[src/hdl/supply_shutdown_depop_regs.vh]
/*
 * Register offsets, field positions, reset values and timing constants
 * of the supply, shutdown and de-pop register group.
 * Assumes a 200 MHz clock and 32-bit APB with byte addresses.
 */
`ifndef SUPPLY_SHUTDOWN_DEPOP_REGS_VH
`define SUPPLY_SHUTDOWN_DEPOP_REGS_VH

// Printed register indexes; byte address is four times the index
`define IDX_SUPPLY_STATUS 8'h03
`define IDX_BUS_ADDR_CFG 8'h04
`define IDX_CHARGE_SHUTDOWN_BEHAVIOUR_SELECT 8'h05
`define IDX_HP_DEPOP_CFG 8'h06
`define IDX_IRQ_STATUS 8'h08
`define IDX_IRQ_MASK 8'h09
`define IDX_OUT_STATUS 8'h0A

// Reset values
`define RST_SUPPLY_STATUS 8'h00
`define RST_BUS_ADDR_CFG 8'h00
`define RST_CHARGE_SHUTDOWN_BEHAVIOUR_SELECT 8'h15
`define RST_HP_DEPOP_CFG 8'h55

// Field positions
`define BIT_ANALOG_FLAG 7
`define BIT_IO_FLAG 6
`define BIT_BROWNOUT_FLAG 1
`define BIT_SLEEP_EXIT 0
`define BIT_BROADCAST_EN 1
`define WRMASK_SUPPLY_STATUS 8'h01
`define WRMASK_BUS_ADDR_CFG 8'hFF

// Shutdown behaviour codes
`define SHDN_IMMEDIATE 2'h0
`define SHDN_TIMEOUT 2'h1
`define SHDN_CLEAN 2'h2

// Timing: clock in MHz, times in microseconds
`define CLK_MHZ 200
`define QCHG_T0_US 2500
`define QCHG_T1_US 12500
`define QCHG_T2_US 25000
`define QCHG_T3_US 50000
`define KA_T0_US 30000
`define KA_T1_US 25000
`define KA_T2_US 10000
`define KA_T3_US 5000

`endif

[src/hdl/supply_shutdown_depop_regs.v]
/*
 * Supply status, brownout, broadcast addressing, quick-charge timing,
 * core regulator shutdown timing and headphone de-pop configuration,
 * reached over APB with an interrupt on status events.
 * Assumes supply comparators, brownout and clean-shutdown indications
 * arrive asynchronously from the analog domain.
 */
// Decided for this implementation: the APB interface to the registers.
`timescale 1ns/100ps
`include "supply_shutdown_depop_regs.vh"

// Notes on behaviour
// - The analog supply flag is set above 2 V and then forces the analog supply mode to 0.
// - The I/O supply flag is set above 2 V and then forces the I/O supply mode to 0.
// - A brownout shutdown is reported as a 1 in status bit 1, otherwise 0.
// - Writable status bit 0 picks staying in sleep (0) or leaving sleep (1) after brownout.
// - The broadcast enable bit makes the device answer at a fixed address with low pin bits zero.
// - The two-bit quick-charge field selects 2.5, 12.5, 25 or 50 ms.
// - Shutdown code 0 turns the core regulator off as soon as the I/O supply goes.
// - Shutdown code 1 keeps the regulator on for the keep-alive time, then forces it off.
// - Shutdown code 2 keeps the regulator on until clean shutdown; code 3 must not be used.
// - The keep-alive field selects 30, 25, 10 or 5 ms.
// - The series-resistor field selects the de-pop resistor; codes above 8 must not be used.
// - The cap charging-time field selects 2 ms to 5 s for codes 0 to 9; 10 to 15 are reserved.
module supply_shutdown_depop_regs #(
   parameter QCHG_T0_CYC = `QCHG_T0_US * `CLK_MHZ,
   parameter QCHG_T1_CYC = `QCHG_T1_US * `CLK_MHZ,
   parameter QCHG_T2_CYC = `QCHG_T2_US * `CLK_MHZ,
   parameter QCHG_T3_CYC = `QCHG_T3_US * `CLK_MHZ,
   parameter KA_T0_CYC = `KA_T0_US * `CLK_MHZ,
   parameter KA_T1_CYC = `KA_T1_US * `CLK_MHZ,
   parameter KA_T2_CYC = `KA_T2_US * `CLK_MHZ,
   parameter KA_T3_CYC = `KA_T3_US * `CLK_MHZ,
   parameter [6:0] BROADCAST_BASE = 7'h50,
   parameter CNT_W = 24
) (
   // Clock and reset
   input wire clk_i,
   input wire rstn_i,
   // APB slave
   input wire psel_i,
   input wire penable_i,
   input wire pwrite_i,
   input wire [11:0] paddr_i,
   input wire [31:0] pwdata_i,
   input wire [3:0] pstrb_i,
   output reg [31:0] prdata_o,
   output reg pready_o,
   output reg pslverr_o,
   // Analog indications, asynchronous
   input wire analog_supply_high_i,
   input wire io_supply_high_i,
   input wire io_supply_present_i,
   input wire brownout_event_i,
   input wire clean_shutdown_done_i,
   input wire quick_charge_start_i,
   // Pin-selected address bits and configured modes
   input wire [1:0] addr_pins_i,
   input wire analog_supply_mode_setting_i,
   input wire io_supply_mode_setting_i,
   // Effective controls
   output reg analog_supply_mode_o,
   output reg io_supply_mode_o,
   output reg [6:0] bus_target_addr_o,
   output reg quick_charge_active_o,
   output reg digital_core_regulator_on_o,
   output reg sleep_exit_o,
   output reg [3:0] headphone_series_resistor_select_o,
   output reg [3:0] headphone_cap_charge_time_o,
   // Interrupt
   output reg irq_o
);

   // Synchronisers for asynchronous inputs
   localparam NSYNC = 6;
   wire [NSYNC-1:0] async_in;
   reg [NSYNC-1:0] sync1_reg;
   reg [NSYNC-1:0] sync2_reg;
   assign async_in = {quick_charge_start_i, clean_shutdown_done_i, brownout_event_i,
                      io_supply_present_i, io_supply_high_i, analog_supply_high_i};
   always @(posedge clk_i or negedge rstn_i) begin
      if (!rstn_i) begin
         sync1_reg <= 6'h00;
         sync2_reg <= 6'h00;
      end else begin
         sync1_reg <= async_in;
         sync2_reg <= sync1_reg;
      end
   end
   wire analog_high = sync2_reg[0];
   wire io_high = sync2_reg[1];
   wire io_present = sync2_reg[2];
   wire brownout = sync2_reg[3];
   wire clean_done = sync2_reg[4];
   wire qchg_start = sync2_reg[5];

   // Address straps are board pins, so they cross in through two flops too
   reg [1:0] pins1_reg;
   reg [1:0] pins2_reg;
   always @(posedge clk_i or negedge rstn_i) begin
      if (!rstn_i) begin
         pins1_reg <= 2'h0;
         pins2_reg <= 2'h0;
      end else begin
         pins1_reg <= addr_pins_i;
         pins2_reg <= pins1_reg;
      end
   end

   // Registers
   reg brownout_flag_reg;
   reg sleep_exit_reg;
   reg [7:0] bus_cfg_reg;
   reg [7:0] chg_cfg_reg;
   reg [7:0] depop_reg;
   reg [2:0] irq_sts_reg;
   reg [2:0] irq_mask_reg;
   reg brownout_d_reg;
   reg io_present_d_reg;
   reg qchg_start_d_reg;

   // APB decode; zero-wait slave, access phase completes at once
   wire acc = psel_i & penable_i;
   wire wr = acc & pwrite_i & pstrb_i[0];
   wire [9:0] idx = paddr_i[11:2];
   wire mapped = (idx == {2'b00, `IDX_SUPPLY_STATUS}) | (idx == {2'b00, `IDX_BUS_ADDR_CFG}) |
                 (idx == {2'b00, `IDX_CHARGE_SHUTDOWN_BEHAVIOUR_SELECT}) | (idx == {2'b00, `IDX_HP_DEPOP_CFG}) |
                 (idx == {2'b00, `IDX_IRQ_STATUS}) | (idx == {2'b00, `IDX_IRQ_MASK}) |
                 (idx == {2'b00, `IDX_OUT_STATUS});
   wire wr_ok = wr & mapped & (paddr_i[1:0] == 2'b00);

   // Events: analog flag high, I/O flag high (each only with its mode setting 1), brownout shutdown
   wire brownout_rise = brownout & ~brownout_d_reg;
   wire [2:0] events = {brownout_rise, io_high & ~io_supply_mode_o & io_supply_mode_setting_i,
                        analog_high & ~analog_supply_mode_o & analog_supply_mode_setting_i};

   // Register writes; hardware set wins over write-one-to-clear
   always @(posedge clk_i or negedge rstn_i) begin
      if (!rstn_i) begin
         brownout_flag_reg <= 1'b0;
         sleep_exit_reg <= 1'b0;
         bus_cfg_reg <= `RST_BUS_ADDR_CFG;
         chg_cfg_reg <= `RST_CHARGE_SHUTDOWN_BEHAVIOUR_SELECT;
         depop_reg <= `RST_HP_DEPOP_CFG;
         irq_sts_reg <= 3'h0;
         irq_mask_reg <= 3'h0;
         brownout_d_reg <= 1'b0;
      end else begin
         brownout_d_reg <= brownout;
         if (brownout_rise)
            brownout_flag_reg <= 1'b1;
         if (wr_ok && idx == {2'b00, `IDX_SUPPLY_STATUS}) begin
            sleep_exit_reg <= pwdata_i[`BIT_SLEEP_EXIT];
         end
         if (wr_ok && idx == {2'b00, `IDX_BUS_ADDR_CFG})
            bus_cfg_reg <= pwdata_i[7:0] & `WRMASK_BUS_ADDR_CFG;
         if (wr_ok && idx == {2'b00, `IDX_CHARGE_SHUTDOWN_BEHAVIOUR_SELECT})
            chg_cfg_reg <= pwdata_i[7:0];
         if (wr_ok && idx == {2'b00, `IDX_HP_DEPOP_CFG})
            depop_reg <= pwdata_i[7:0];
         if (wr_ok && idx == {2'b00, `IDX_IRQ_MASK})
            irq_mask_reg <= pwdata_i[2:0];
         if (wr_ok && idx == {2'b00, `IDX_IRQ_STATUS})
            irq_sts_reg <= (irq_sts_reg & ~pwdata_i[2:0]) | events;
         else
            irq_sts_reg <= irq_sts_reg | events;
      end
   end

   // Read mux, registered in the setup phase for the access phase
   reg [7:0] rd;
   always @* begin
      rd = 8'h00;
      case (idx[7:0])
         `IDX_SUPPLY_STATUS: begin
            rd[`BIT_ANALOG_FLAG] = analog_high;
            rd[`BIT_IO_FLAG] = io_high;
            rd[`BIT_BROWNOUT_FLAG] = brownout_flag_reg;
            rd[`BIT_SLEEP_EXIT] = sleep_exit_reg;
         end
         `IDX_BUS_ADDR_CFG: rd = bus_cfg_reg;
         `IDX_CHARGE_SHUTDOWN_BEHAVIOUR_SELECT: rd = chg_cfg_reg;
         `IDX_HP_DEPOP_CFG: rd = depop_reg;
         `IDX_IRQ_STATUS: rd = {5'h00, irq_sts_reg};
         `IDX_IRQ_MASK: rd = {5'h00, irq_mask_reg};
         `IDX_OUT_STATUS: rd = {5'h00, digital_core_regulator_on_o, quick_charge_active_o, sleep_exit_o};
         default: rd = 8'h00;
      endcase
   end

   // APB answer: ready every access phase, error on unmapped or misaligned address
   always @(posedge clk_i or negedge rstn_i) begin
      if (!rstn_i) begin
         prdata_o <= 32'h0000_0000;
         pready_o <= 1'b0;
         pslverr_o <= 1'b0;
      end else begin
         pready_o <= psel_i & ~penable_i;
         pslverr_o <= psel_i & ~penable_i & (~mapped | (paddr_i[1:0] != 2'b00));
         // Refused reads return zero; the read mux alone would leak aliased or misaligned words
         if (psel_i && !penable_i && !pwrite_i)
            prdata_o <= (mapped && paddr_i[1:0] == 2'b00) ? {24'h00_0000, rd} : 32'h0000_0000;
      end
   end

   // Quick-charge duration select
   reg [CNT_W-1:0] qchg_len;
   always @* begin
      case (chg_cfg_reg[7:6])
         2'h0: qchg_len = QCHG_T0_CYC[CNT_W-1:0];
         2'h1: qchg_len = QCHG_T1_CYC[CNT_W-1:0];
         2'h2: qchg_len = QCHG_T2_CYC[CNT_W-1:0];
         default: qchg_len = QCHG_T3_CYC[CNT_W-1:0];
      endcase
   end

   // Keep-alive duration select
   reg [CNT_W-1:0] ka_len;
   always @* begin
      case (chg_cfg_reg[3:2])
         2'h0: ka_len = KA_T0_CYC[CNT_W-1:0];
         2'h1: ka_len = KA_T1_CYC[CNT_W-1:0];
         2'h2: ka_len = KA_T2_CYC[CNT_W-1:0];
         default: ka_len = KA_T3_CYC[CNT_W-1:0];
      endcase
   end

   // Quick-charge timer, started by a rising request
   reg [CNT_W-1:0] qchg_cnt_reg;
   always @(posedge clk_i or negedge rstn_i) begin
      if (!rstn_i) begin
         qchg_cnt_reg <= {CNT_W{1'b0}};
         qchg_start_d_reg <= 1'b0;
         quick_charge_active_o <= 1'b0;
      end else begin
         qchg_start_d_reg <= qchg_start;
         if (qchg_start && !qchg_start_d_reg) begin
            qchg_cnt_reg <= qchg_len;
            quick_charge_active_o <= 1'b1;
         end else if (qchg_cnt_reg > 1) begin
            qchg_cnt_reg <= qchg_cnt_reg - 1'b1;
         end else begin
            qchg_cnt_reg <= {CNT_W{1'b0}};
            quick_charge_active_o <= 1'b0;
         end
      end
   end

   // Core regulator shutdown sequencer
   localparam S_ON = 2'd0;
   localparam S_KEEP = 2'd1;
   localparam S_OFF = 2'd2;
   reg [1:0] state_reg;
   reg [CNT_W-1:0] ka_cnt_reg;
   always @(posedge clk_i or negedge rstn_i) begin
      if (!rstn_i) begin
         state_reg <= S_ON;
         ka_cnt_reg <= {CNT_W{1'b0}};
         io_present_d_reg <= 1'b0;
         digital_core_regulator_on_o <= 1'b1;
      end else begin
         io_present_d_reg <= io_present;
         case (state_reg)
            S_ON: begin
               digital_core_regulator_on_o <= 1'b1;
               if (io_present_d_reg && !io_present) begin
                  case (chg_cfg_reg[5:4])
                     `SHDN_IMMEDIATE: begin
                        state_reg <= S_OFF;
                        digital_core_regulator_on_o <= 1'b0;
                     end
                     `SHDN_TIMEOUT: begin
                        state_reg <= S_KEEP;
                        ka_cnt_reg <= ka_len;
                     end
                     // wait for clean shutdown; reserved code treated alike
                     default: state_reg <= S_KEEP;
                  endcase
               end
            end
            S_KEEP: begin
               if (io_present) begin
                  state_reg <= S_ON;
               end else if (chg_cfg_reg[5:4] == `SHDN_TIMEOUT) begin
                  if (ka_cnt_reg <= 1) begin
                     state_reg <= S_OFF;
                     digital_core_regulator_on_o <= 1'b0;
                  end else begin
                     ka_cnt_reg <= ka_cnt_reg - 1'b1;
                  end
               end else if (clean_done || chg_cfg_reg[5:4] == `SHDN_IMMEDIATE) begin
                  state_reg <= S_OFF;
                  digital_core_regulator_on_o <= 1'b0;
               end
            end
            S_OFF: begin
               digital_core_regulator_on_o <= 1'b0;
               if (io_present) begin
                  state_reg <= S_ON;
                  digital_core_regulator_on_o <= 1'b1;
               end
            end
            default: state_reg <= S_ON;
         endcase
      end
   end

   // Effective modes, address, de-pop selects and interrupt
   always @(posedge clk_i or negedge rstn_i) begin
      if (!rstn_i) begin
         analog_supply_mode_o <= 1'b0;
         io_supply_mode_o <= 1'b0;
         bus_target_addr_o <= 7'h00;
         sleep_exit_o <= 1'b0;
         headphone_series_resistor_select_o <= 4'h5;
         headphone_cap_charge_time_o <= 4'h5;
         irq_o <= 1'b0;
      end else begin
         analog_supply_mode_o <= analog_supply_mode_setting_i & ~analog_high;
         io_supply_mode_o <= io_supply_mode_setting_i & ~io_high;
         if (bus_cfg_reg[`BIT_BROADCAST_EN])
            bus_target_addr_o <= {BROADCAST_BASE[6:2], 2'h0};
         else
            bus_target_addr_o <= {BROADCAST_BASE[6:2], pins2_reg};
         sleep_exit_o <= brownout_flag_reg & sleep_exit_reg;
         headphone_series_resistor_select_o <= depop_reg[7:4];
         headphone_cap_charge_time_o <= depop_reg[3:0];
         irq_o <= |(irq_sts_reg & irq_mask_reg);
      end
   end

endmodule // supply_shutdown_depop_regs

[config.mk]
export PLATFORM = sky130hd
export DESIGN_NAME = supply_shutdown_depop_regs
export DESIGN_NICKNAME = d
export VERILOG_FILES = /design/src/hdl/supply_shutdown_depop_regs.v
export VERILOG_INCLUDE_DIRS = /design/src /design/src/hdl
export SDC_FILE = /design/constraint.sdc
export NUM_CORES = 1
export LEC_CHECK = 0
export ABC_AREA = 1
export BUFFER_PORTS_ARGS = -buffer_cell sky130_fd_sc_hd__buf_2
export CORE_ASPECT_RATIO = 1.5
export CORE_MARGIN = 3
export CORE_UTILIZATION = 57
export CTS_BUF_LIST = sky130_fd_sc_hd__clkbuf_4 sky130_fd_sc_hd__clkbuf_8
export CTS_CLUSTER_DIAMETER = 40
export DETAILED_ROUTE_END_ITERATION = 6
export PLACE_DENSITY = 0.92
export REMOVE_ABC_BUFFERS = 1
export SETUP_SLACK_MARGIN = 0.02
export SLEW_MARGIN = 20
export SYNTH_ARGS = -nofsm -noshare
export SYNTH_HDL_FRONTEND = slang
export SYNTH_SLANG_ARGS = --single-unit
[constraint.sdc]
create_clock -name clk_i -period 4.8 [get_ports clk_i]
set_clock_uncertainty 0.2 [all_clocks]
set_input_delay 0.96 -clock clk_i [delete_from_list [all_inputs] [get_ports clk_i]]
set_output_delay 0.96 -clock clk_i [all_outputs]
set_load 0.05 [all_outputs]
Yosys cells after proc, flatten, opt, wreduce, memory -nomap -nowiden:

Index checks and enable logic that the tools add are counted.

* input bits: 63
* bits in registers: 156
* output and inout bits: 55
* memories kept: 0
* RAM bits: 0
* bits in latches: 0
* logic and storage cells: 161
* bits in read-only memories: 0

* bitwise logic cells: 34
* magnitude comparators: 2
* multiply operators: 0
* equal/unequal tests: 32
* muxes and demuxes: 34
* add/subtract/negate cells: 2
* reduce and logical (&&, ||, !) cells: 28
* shift operators: 0
* div/mod/pow operators: 0

Operators with widths (count)
* $mux 24: 7
* $pmux 24 s3: 1
* $pmux 23 s3: 1
* $pmux 24 s2: 1
* $sub 24x1->24 const B: 2
* $eq 10x3->1 const B: 3
* $eq 10x4->1 const B: 3
* $eq 8x3->1 const B: 3
* $eq 8x4->1 const B: 3
* $gt 24x1->1 const B: 1
* $le 24x1->1 const B: 1
* $pmux 4 s6: 1
* $mux 2: 8
* $and 1x1->1: 15
* $ne 2x2->1 const B: 7
* $pmux 2 s7: 1
* $logic_and 1x1->1: 11
* $eq 10x2->1 const B: 1
* $logic_not 2->1: 5
* $mux 1: 9
* $eq 2x1->1 const B: 4
* $eq 8x2->1 const B: 1
* $mux 8: 1
* $ne 4x4->1 const B: 2
* other kinds (18): 40

Longest topological paths before layout:

Gate-level depths: netlist of run 1.

* depth after elaboration: 11
* depth in mapped cells: 11
* depth with buffers taken out: 11

Worst setup path before layout of run 1:

No wires, ideal clock.

* kind: in2reg
* start point: input paddr_i[9]
* end point: register bus_cfg_reg[5]
* data arrival time: 1.993 ns
* stages on the path: 11
* buffers on the path: 1
* library setup time: 0.120 ns
* data required time: 4.480 ns
* path slack: 2.487 ns
* cell sequence: nor2_2 nand2_2 clkinv_2 nand2_1 nand2_2 nor2_4 nor2_8 nand3_4 buf_6 nand2_1 o21ai_2

* word-level cells in the longest chain between the ends: 10
* elaborated cells between the ends (all ways): 16
* those cells by class: 7 x eq/ne; 8 x bitwise; 1 x reduce/logical

Ends and longest elaborated chain
* start: declaration: line supply_shutdown_depop_regs.v:44 `input wire [11:0] paddr_i,`
* $eq 10x2->1 or $eq 10x3->1 (tied branches): line supply_shutdown_depop_regs.v:126, supply_shutdown_depop_regs.v:155
* $or 1x1->1 (6 in a row): line supply_shutdown_depop_regs.v:126 `` wire mapped = (idx == {2'b00, `IDX_SUPPLY_STATUS}) | (idx == {2'b00, `IDX_BUS_ADDR_CFG}) | ``
* $and 1x1->1 (2 in a row): line supply_shutdown_depop_regs.v:130 `wire wr_ok = wr & mapped & (paddr_i[1:0] == 2'b00);`
* $logic_and 1x1->1 *: line supply_shutdown_depop_regs.v:155 `` if (wr_ok && idx == {2'b00, `IDX_BUS_ADDR_CFG}) ``
* end signal: assignment: line supply_shutdown_depop_regs.v:142 `` bus_cfg_reg <= `RST_BUS_ADDR_CFG; ``
* end signal: assignment: line supply_shutdown_depop_regs.v:156 `` bus_cfg_reg <= pwdata_i[7:0] & `WRMASK_BUS_ADDR_CFG; ``
* end: declaration: line supply_shutdown_depop_regs.v:113 `reg [7:0] bus_cfg_reg;`

Mark *: on every way between the ends. The rest lies on a longest branch, timed or not.
A chain may end at the register's enable or synchronous reset.

Worst setup path in the final report of run 1:

* start point: register state_reg[1]
* end point: register ka_cnt_reg[22]

* word-level cells in the longest chain between the ends: 3
* elaborated cells between the ends (all ways): 10
* those cells by class: 6 x eq/ne; 1 x mux; 3 x reduce/logical

Ends and longest elaborated chain
* start: declaration: line supply_shutdown_depop_regs.v:253 `reg [1:0] state_reg;`
* start signal: assignment: line supply_shutdown_depop_regs.v:257 `state_reg <= S_ON;`
* start signal: assignment: line supply_shutdown_depop_regs.v:269 `state_reg <= S_OFF;`
* start signal: assignment: line supply_shutdown_depop_regs.v:273 `state_reg <= S_KEEP;`
* $eq 2x1->1 or $logic_not 2->1 (tied branches): line supply_shutdown_depop_regs.v:263 `case (state_reg)`
* $ne 2x2->1 (no source line) or $reduce_bool 2->1 (tied branches)
* $reduce_and 6->1 (no source line)
* end signal: assignment: line supply_shutdown_depop_regs.v:258 `ka_cnt_reg <= {CNT_W{1'b0}};`
* end signal: assignment: line supply_shutdown_depop_regs.v:274 `ka_cnt_reg <= ka_len;`
* end signal: assignment: line supply_shutdown_depop_regs.v:289 `ka_cnt_reg <= ka_cnt_reg - 1'b1;`
* end: declaration: line supply_shutdown_depop_regs.v:254 `reg [CNT_W-1:0] ka_cnt_reg;`

Parallel ways exist; a longest one is shown, timed or not.

==> flow_summary.yaml, run 1 <==
synth:
  ys_ff_latch: 128
  postSynthAreaPerCell_um2: 8.075
  synth_cells: 850
  yosys.cell_types.count: 41
  synth_seq_area_share_pct: 46.88
  yosys.area.top_type: "dfrtp_1"
  synth.top_cell.area_share_pct: 42.29
  yosysWarnings: 0
  yosys-top-cells-area: "dfrtp_1 42%, nand2_1 12%, nor2_1 6.4%, dfstp_2 4.6%, inv_1 4.3%"
  netlist_area_um2: 6864
routing:
  first_iter_violations: 540
  vias_per_cell: 5.418
  routedWlPerCell_um: 14.69
  vias: 5846
  remaining_drc_errors: 0
  wirelength_mm: 15.85
  antenna_left: 0
  dr.pass1.iters: 6
job:
  cap_viol_max_count: 0
critical_path:
  cp-end-kind: "flop"
  crit_end: "ka_cnt_reg[22]"
  critical-path-top-delay-family: "simple AND/OR/NAND/NOR gates"
  crit_type: "reg2reg"
  cp.required_ns: 4.94
  path_max_fanout: 20
  rrSetupSlack_ns: 1.49
  path_common_cell: "inv_1"
  r2r_cells: 8
  cpPeakStageDelay_ns: 0.68
  critPathBufInv: 3
  cp_cell_sequence: "inv_1 -> ha_1 -> inv_1 -> nand4_1 -> o31ai_1 -> nand2_1 -> nand2_1 -> inv_1"
  cp-start-kind: "flop"
  rr_startpoint: "state_reg[1]"
  cp.arrival_ns: 3.45
  cp.depth: 8
  startpoint: "state_reg[1]"
  critical_path.slowest_cell: "nand4_1"
  timing.rr.end: "ka_cnt_reg[22]"
place:
  place_inst: 1047
  port_buffers: 63
  hpwlAfterDp_mm: 11.25
  routabilityCongestion: 0.9297
floorplanning:
  die_area_um2: 13420
  core-area_um2: 11650
  initial_utilization_pct: 58.91
  rows: 48
  die_w_um: 95.60
  die_h_um: 140.4
  ios: 118
power_and_ir_drop:
  ir_drop_mv: 0.2372
  leakage_nw: 3.975
  power.density_nw_per_um2: 343.9
sta:
  setup_tns_ns: 0
  worst_slew_pin_slew_ns: 0.8131
  hold_viol_final: 0
  fin_crit_sh_pct: 68.89
  max_slew_margin_pct: 45.38
  setup_viol: 0
  slew_viol_final: 0
  fmax_ghz: 0.3024
  rsz0062_at_grt: "false"
  post-route-min-period_ns: 3.307
finish:
  n_antenna_cell: 0
  fin_nets: 998
  n_fill_cell: 912
  drive_gt1_share_pct: 16.47
  stdcell_count: 1079
  layout_commonest_cell: "nand2_1"
  final_cell_mix: "228 x nand2_1, 117 x nor2_1, 116 x dfrtp_1"
  area_growth_pct: 10.30
global_route:
  grt_max_degree: 58
  grt_pass1_wl_mm: 26.08
  grt_pass1_vias: 5765
  grt_overflow: 0
  grt.total_usage_pct: 24.65
  grt_antenna_before_repair: 0
cts:
  cts.path.max_buffers: 2
  cts_tree: "yes"
  htree_levels: 4
  cts.sinks: 128
  holdBufCountCts: 0
  clk_pin_slew_ns: 0.09
  post_cts_buffers: 0
  cts_repair_resize_count: 0
  clock_latency_ns: 0.45
  cts-root-buf: "clkbuf_8"
  cts_buffers: 17
run_status:
  status: "finished clean"
worst_hold_path:
  worstHoldPathType: "reg2reg"
power breakdown:
group	leakage [nW]	total (mW)	internal, mW	switching (mW)
registers	1.62	1.21	1.15	0.0590
logic	2.14	0.425	0.130	0.295
clock network	0.214	0.973	0.448	0.525
cell type report:
class,instances,area (µm²),share of cell area [%]
tap,150,187.7,2.479
inverter,81,305.3,4.032
clock buffer,17,234.0,3.090
sequential,128,3218,42.51
clock inverter,15,180.2,2.380
timing repair buffer,65,332.8,4.396
multi-input combinational,623,3113,41.12
logic make-up (layout without fill, tap and decap cells):
| group | after synthesis | after routing | share of synthesized area, % |
|---|---|---|---|
| simple gates | 459 | 459 | 29.47 |
| xor+xnor | 22 | 22 | 2.807 |
| flops | 128 | 128 | 46.88 |
| compound gates | 95 | 95 | 8.075 |
| other cells | 2 | 28 | 0.1094 |
| buf+inv | 125 | 178 | 9.187 |
| fa+ha+maj | 19 | 19 | 3.463 |
worst register-to-register path, stage by stage (launching register included):
cell and delay (ns):
dfrtp_1 0.39, inv_1 0.07, ha_1 0.42, inv_1 0.60
nand4_1 0.68, o31ai_1 0.64, nand2_1 0.09, nand2_1 0.07
inv_1 0.04
worst min-delay path by stage:
stage          cells after the start  slack (ns)         start      endpoint
2_1_floorplan                      0        0.13  pins1_reg[0]  pins2_reg[0]
3_3_place_gp                       0        0.13  sync1_reg[3]  sync2_reg[3]
3_5_place_dp                       0        0.14  sync1_reg[0]  sync2_reg[0]
4_1_cts                            0        0.16  sync1_reg[4]  sync2_reg[4]
5_1_grt                            0        0.16  sync1_reg[3]  sync2_reg[3]
6_report                           0        0.16  sync1_reg[4]  sync2_reg[4]
synthesized netlist by cell type, drive strengths merged:
| library cell | n |
|---|---|
| dfstp | 12 |
| or2 | 2 |
| nor2 | 128 |
| conb | 2 |
| a22oi | 1 |
| xor2 | 16 |
| nand2 | 236 |
| a31o | 1 |
| o21ai | 71 |
| clkbuf | 2 |
| o211ai | 3 |
| buf | 42 |
| xnor2 | 6 |
| a31oi | 1 |
| a211oi | 1 |
| a21oi | 11 |
| and2 | 1 |
| dfrtp | 116 |
| nor3b | 1 |
| inv | 78 |
| clkinv | 3 |
| nand4 | 19 |
| o22ai | 5 |
| ha | 19 |
| nand3 | 54 |
| o31ai | 1 |
| nor3 | 18 |
layer usage:
layer / GRT usage [%] / share of wire [%]
met1: 28.28 / 37
met2: 42.08 / 53
met3: 4.621 / 6.1
met4: 14.02 / 3.8
met5: 0 / 0
metrics by stage:
| stage | setup slack (ns) | hold slack, ns | total power [mW] | area, µm² | utilization, % |
|---|---|---|---|---|---|
| after floorplan | 2.348 | 0.1312 | 1.532 | 6636 | - |
| after global placement | 1.596 | 0.1323 | 1.629 | 7157 | 61.43 |
| after detailed placement | 1.522 | 0.1379 | 1.644 | 7157 | 61.43 |
| after CTS | 1.523 | 0.1582 | 2.606 | 7571 | 64.98 |
| after global routing | 1.233 | 0.1625 | 2.698 | 7571 | 64.98 |
| final | 1.493 | 0.1582 | 2.603 | 7571 | 64.98 |
(Power assumes the default switching activity.)
==> run 2: changes to the inputs <==
Clock period 4.8 ns to 3.4 ns, I/O delays scaled along.
==> run 2 against run 1 <==
  * Global-route usage up 1.8 points
  * Clock power up 38%
  * Utilization increased by 0.45 points
  * Flip-flop and latch count unchanged
  * Critical endpoint unchanged
  * Via count is 2.7% higher
  * Critical path depth stayed put
  * Sequential share of layout area shrank 0.29 points
==> flow_summary.yaml, run 2 (synthesis results as in run 1) <==
floorplanning:
  die_h_um: 140.4
  die_w_um: 95.60
  rows: 48
  die_area_um2: 13420
  core-area_um2: 11650
  ios: 118
  initial_utilization_pct: 58.91
job:
  cap_viol_max_count: 0
cts:
  post_cts_buffers: 0
  cts-root-buf: "clkbuf_8"
  htree_levels: 4
  cts.path.max_buffers: 2
  cts_buffers: 17
  cts_tree: "yes"
  cts.sinks: 128
  clock_latency_ns: 0.46
  clk_pin_slew_ns: 0.09
sta:
  max_slew_margin_pct: 46.36
  setup_viol: 0
  post-route-min-period_ns: 2.312
  worst_slew_pin_slew_ns: 0.7984
  rsz0062_at_grt: "false"
  fmax_ghz: 0.4325
  slew_viol_final: 0
  fin_crit_sh_pct: 68.00
  setup_tns_ns: 0
  holdWs_ns: 0.1197
  hold_viol_final: 0
  setup_ws_ns: 1.088
place:
  port_buffers: 63
  dp_slack_ns: 0.9678
  hpwlAfterDp_mm: 11.58
  placed_area_um2: 7214
  routabilityCongestion: 0.9416
critical_path:
  cp-end-kind: "flop"
  crit_type: "reg2reg"
  cp.required_ns: 3.56
  cp.arrival_ns: 2.47
  rrSetupSlack_ns: 1.09
  timing.rr.end: "ka_cnt_reg[22]"
  cp-start-kind: "flop"
  rr_startpoint: "state_reg[1]"
  r2r_cells: 8
  path_max_fanout: 11
global_route:
  grt_antenna_before_repair: 0
  grt_pass1_vias: 5959
  grt_overflow: 0
  grt_pass1_wl_mm: 27.66
  grt_max_degree: 92
  grt.total_usage_pct: 26.46
routing:
  first_iter_violations: 533
  wirelength_mm: 16.58
  routedWlPerCell_um: 15.27
  vias_per_cell: 5.529
  dr.pass1.iters: 5
  vias: 6004
  antenna_left: 0
  remaining_drc_errors: 0
worst_hold_path:
  hold_depth: 1
  worstHoldStart: "addr_pins_i[0]"
  worstHoldPathType: "in2reg"
  whs_endpoint: "pins1_reg[0]"
finish:
  fin_util_pct: 65.43
  fin_area_um2: 7624
  final_cell_mix: "228 x nand2_1, 117 x nor2_1, 116 x dfrtp_1"
  layout_commonest_cell: "nand2_1"
  drive_gt1_share_pct: 16.99
  n_antenna_cell: 0
  fin_nets: 1005
  area_growth_pct: 11.06
run_status:
  status: "finished clean"
power_and_ir_drop:
  power.density_nw_per_um2: 481.2
  leakage_nw: 4.000
  ir_drop_mv: 0.3594
## run 2: metrics by stage
stage               std cells  power [mW]
finish                   1086       3.668
floorplan                 832       2.163
global route             1086       3.811
detailed placement       1053       2.331
CTS                      1086       3.665
global placement         1053       2.299
## run 2: how the worst max path moves through the flow
stage                       from  cells past startpoint               to
floorplan           state_reg[1]                      8   ka_cnt_reg[22]
global placement      paddr_i[9]                      8      prdata_o[4]
detailed placement    paddr_i[9]                     11  irq_mask_reg[0]
CTS                 state_reg[1]                      8   ka_cnt_reg[22]
global route        state_reg[1]                      8   ka_cnt_reg[22]
finish              state_reg[1]                      8   ka_cnt_reg[22]
## run 2: area by class of cell
class | count | area (µm²)
sequential | 128 | 3218
tap | 150 | 187.7
timing repair buffer | 72 | 400.4
inverter | 81 | 305.3
clock buffer | 17 | 234.0
multi-input combinational | 623 | 3113
clock inverter | 15 | 165.2
fill | 899 | 4028
## run 2: critical path: stages (launching register included)
cell and delay, ns:
dfrtp_1 0.40, inv_1 0.08, ha_1 0.20, inv_1 0.28, nand4_1 0.37, o31ai_1 0.48
nand2_1 0.09, nand2_1 0.08, inv_1 0.04
## run 2: timing repair
action | in CTS | in global routing
hold buffers | 1 | 0
endpoints found under the hold margin | 23 | 0
resized for setup | 0 | 0
## run 2: metal layers
metal	wire, µm	up-vias	global-route usage, %
li1	-	2805	-
met1	6087	2813	29.88
met2	8580	293	44.94
met3	967	93	4.514
met4	948	0	17.17
met5	0	-	0
## run 2: report_power, final
group	switching [mW]	leakage [nW]	internal, mW
combinational	0.432	2.17	0.186
sequential	0.0884	1.62	1.62
clock	0.727	0.203	0.615
total	1.25	4.00	2.42
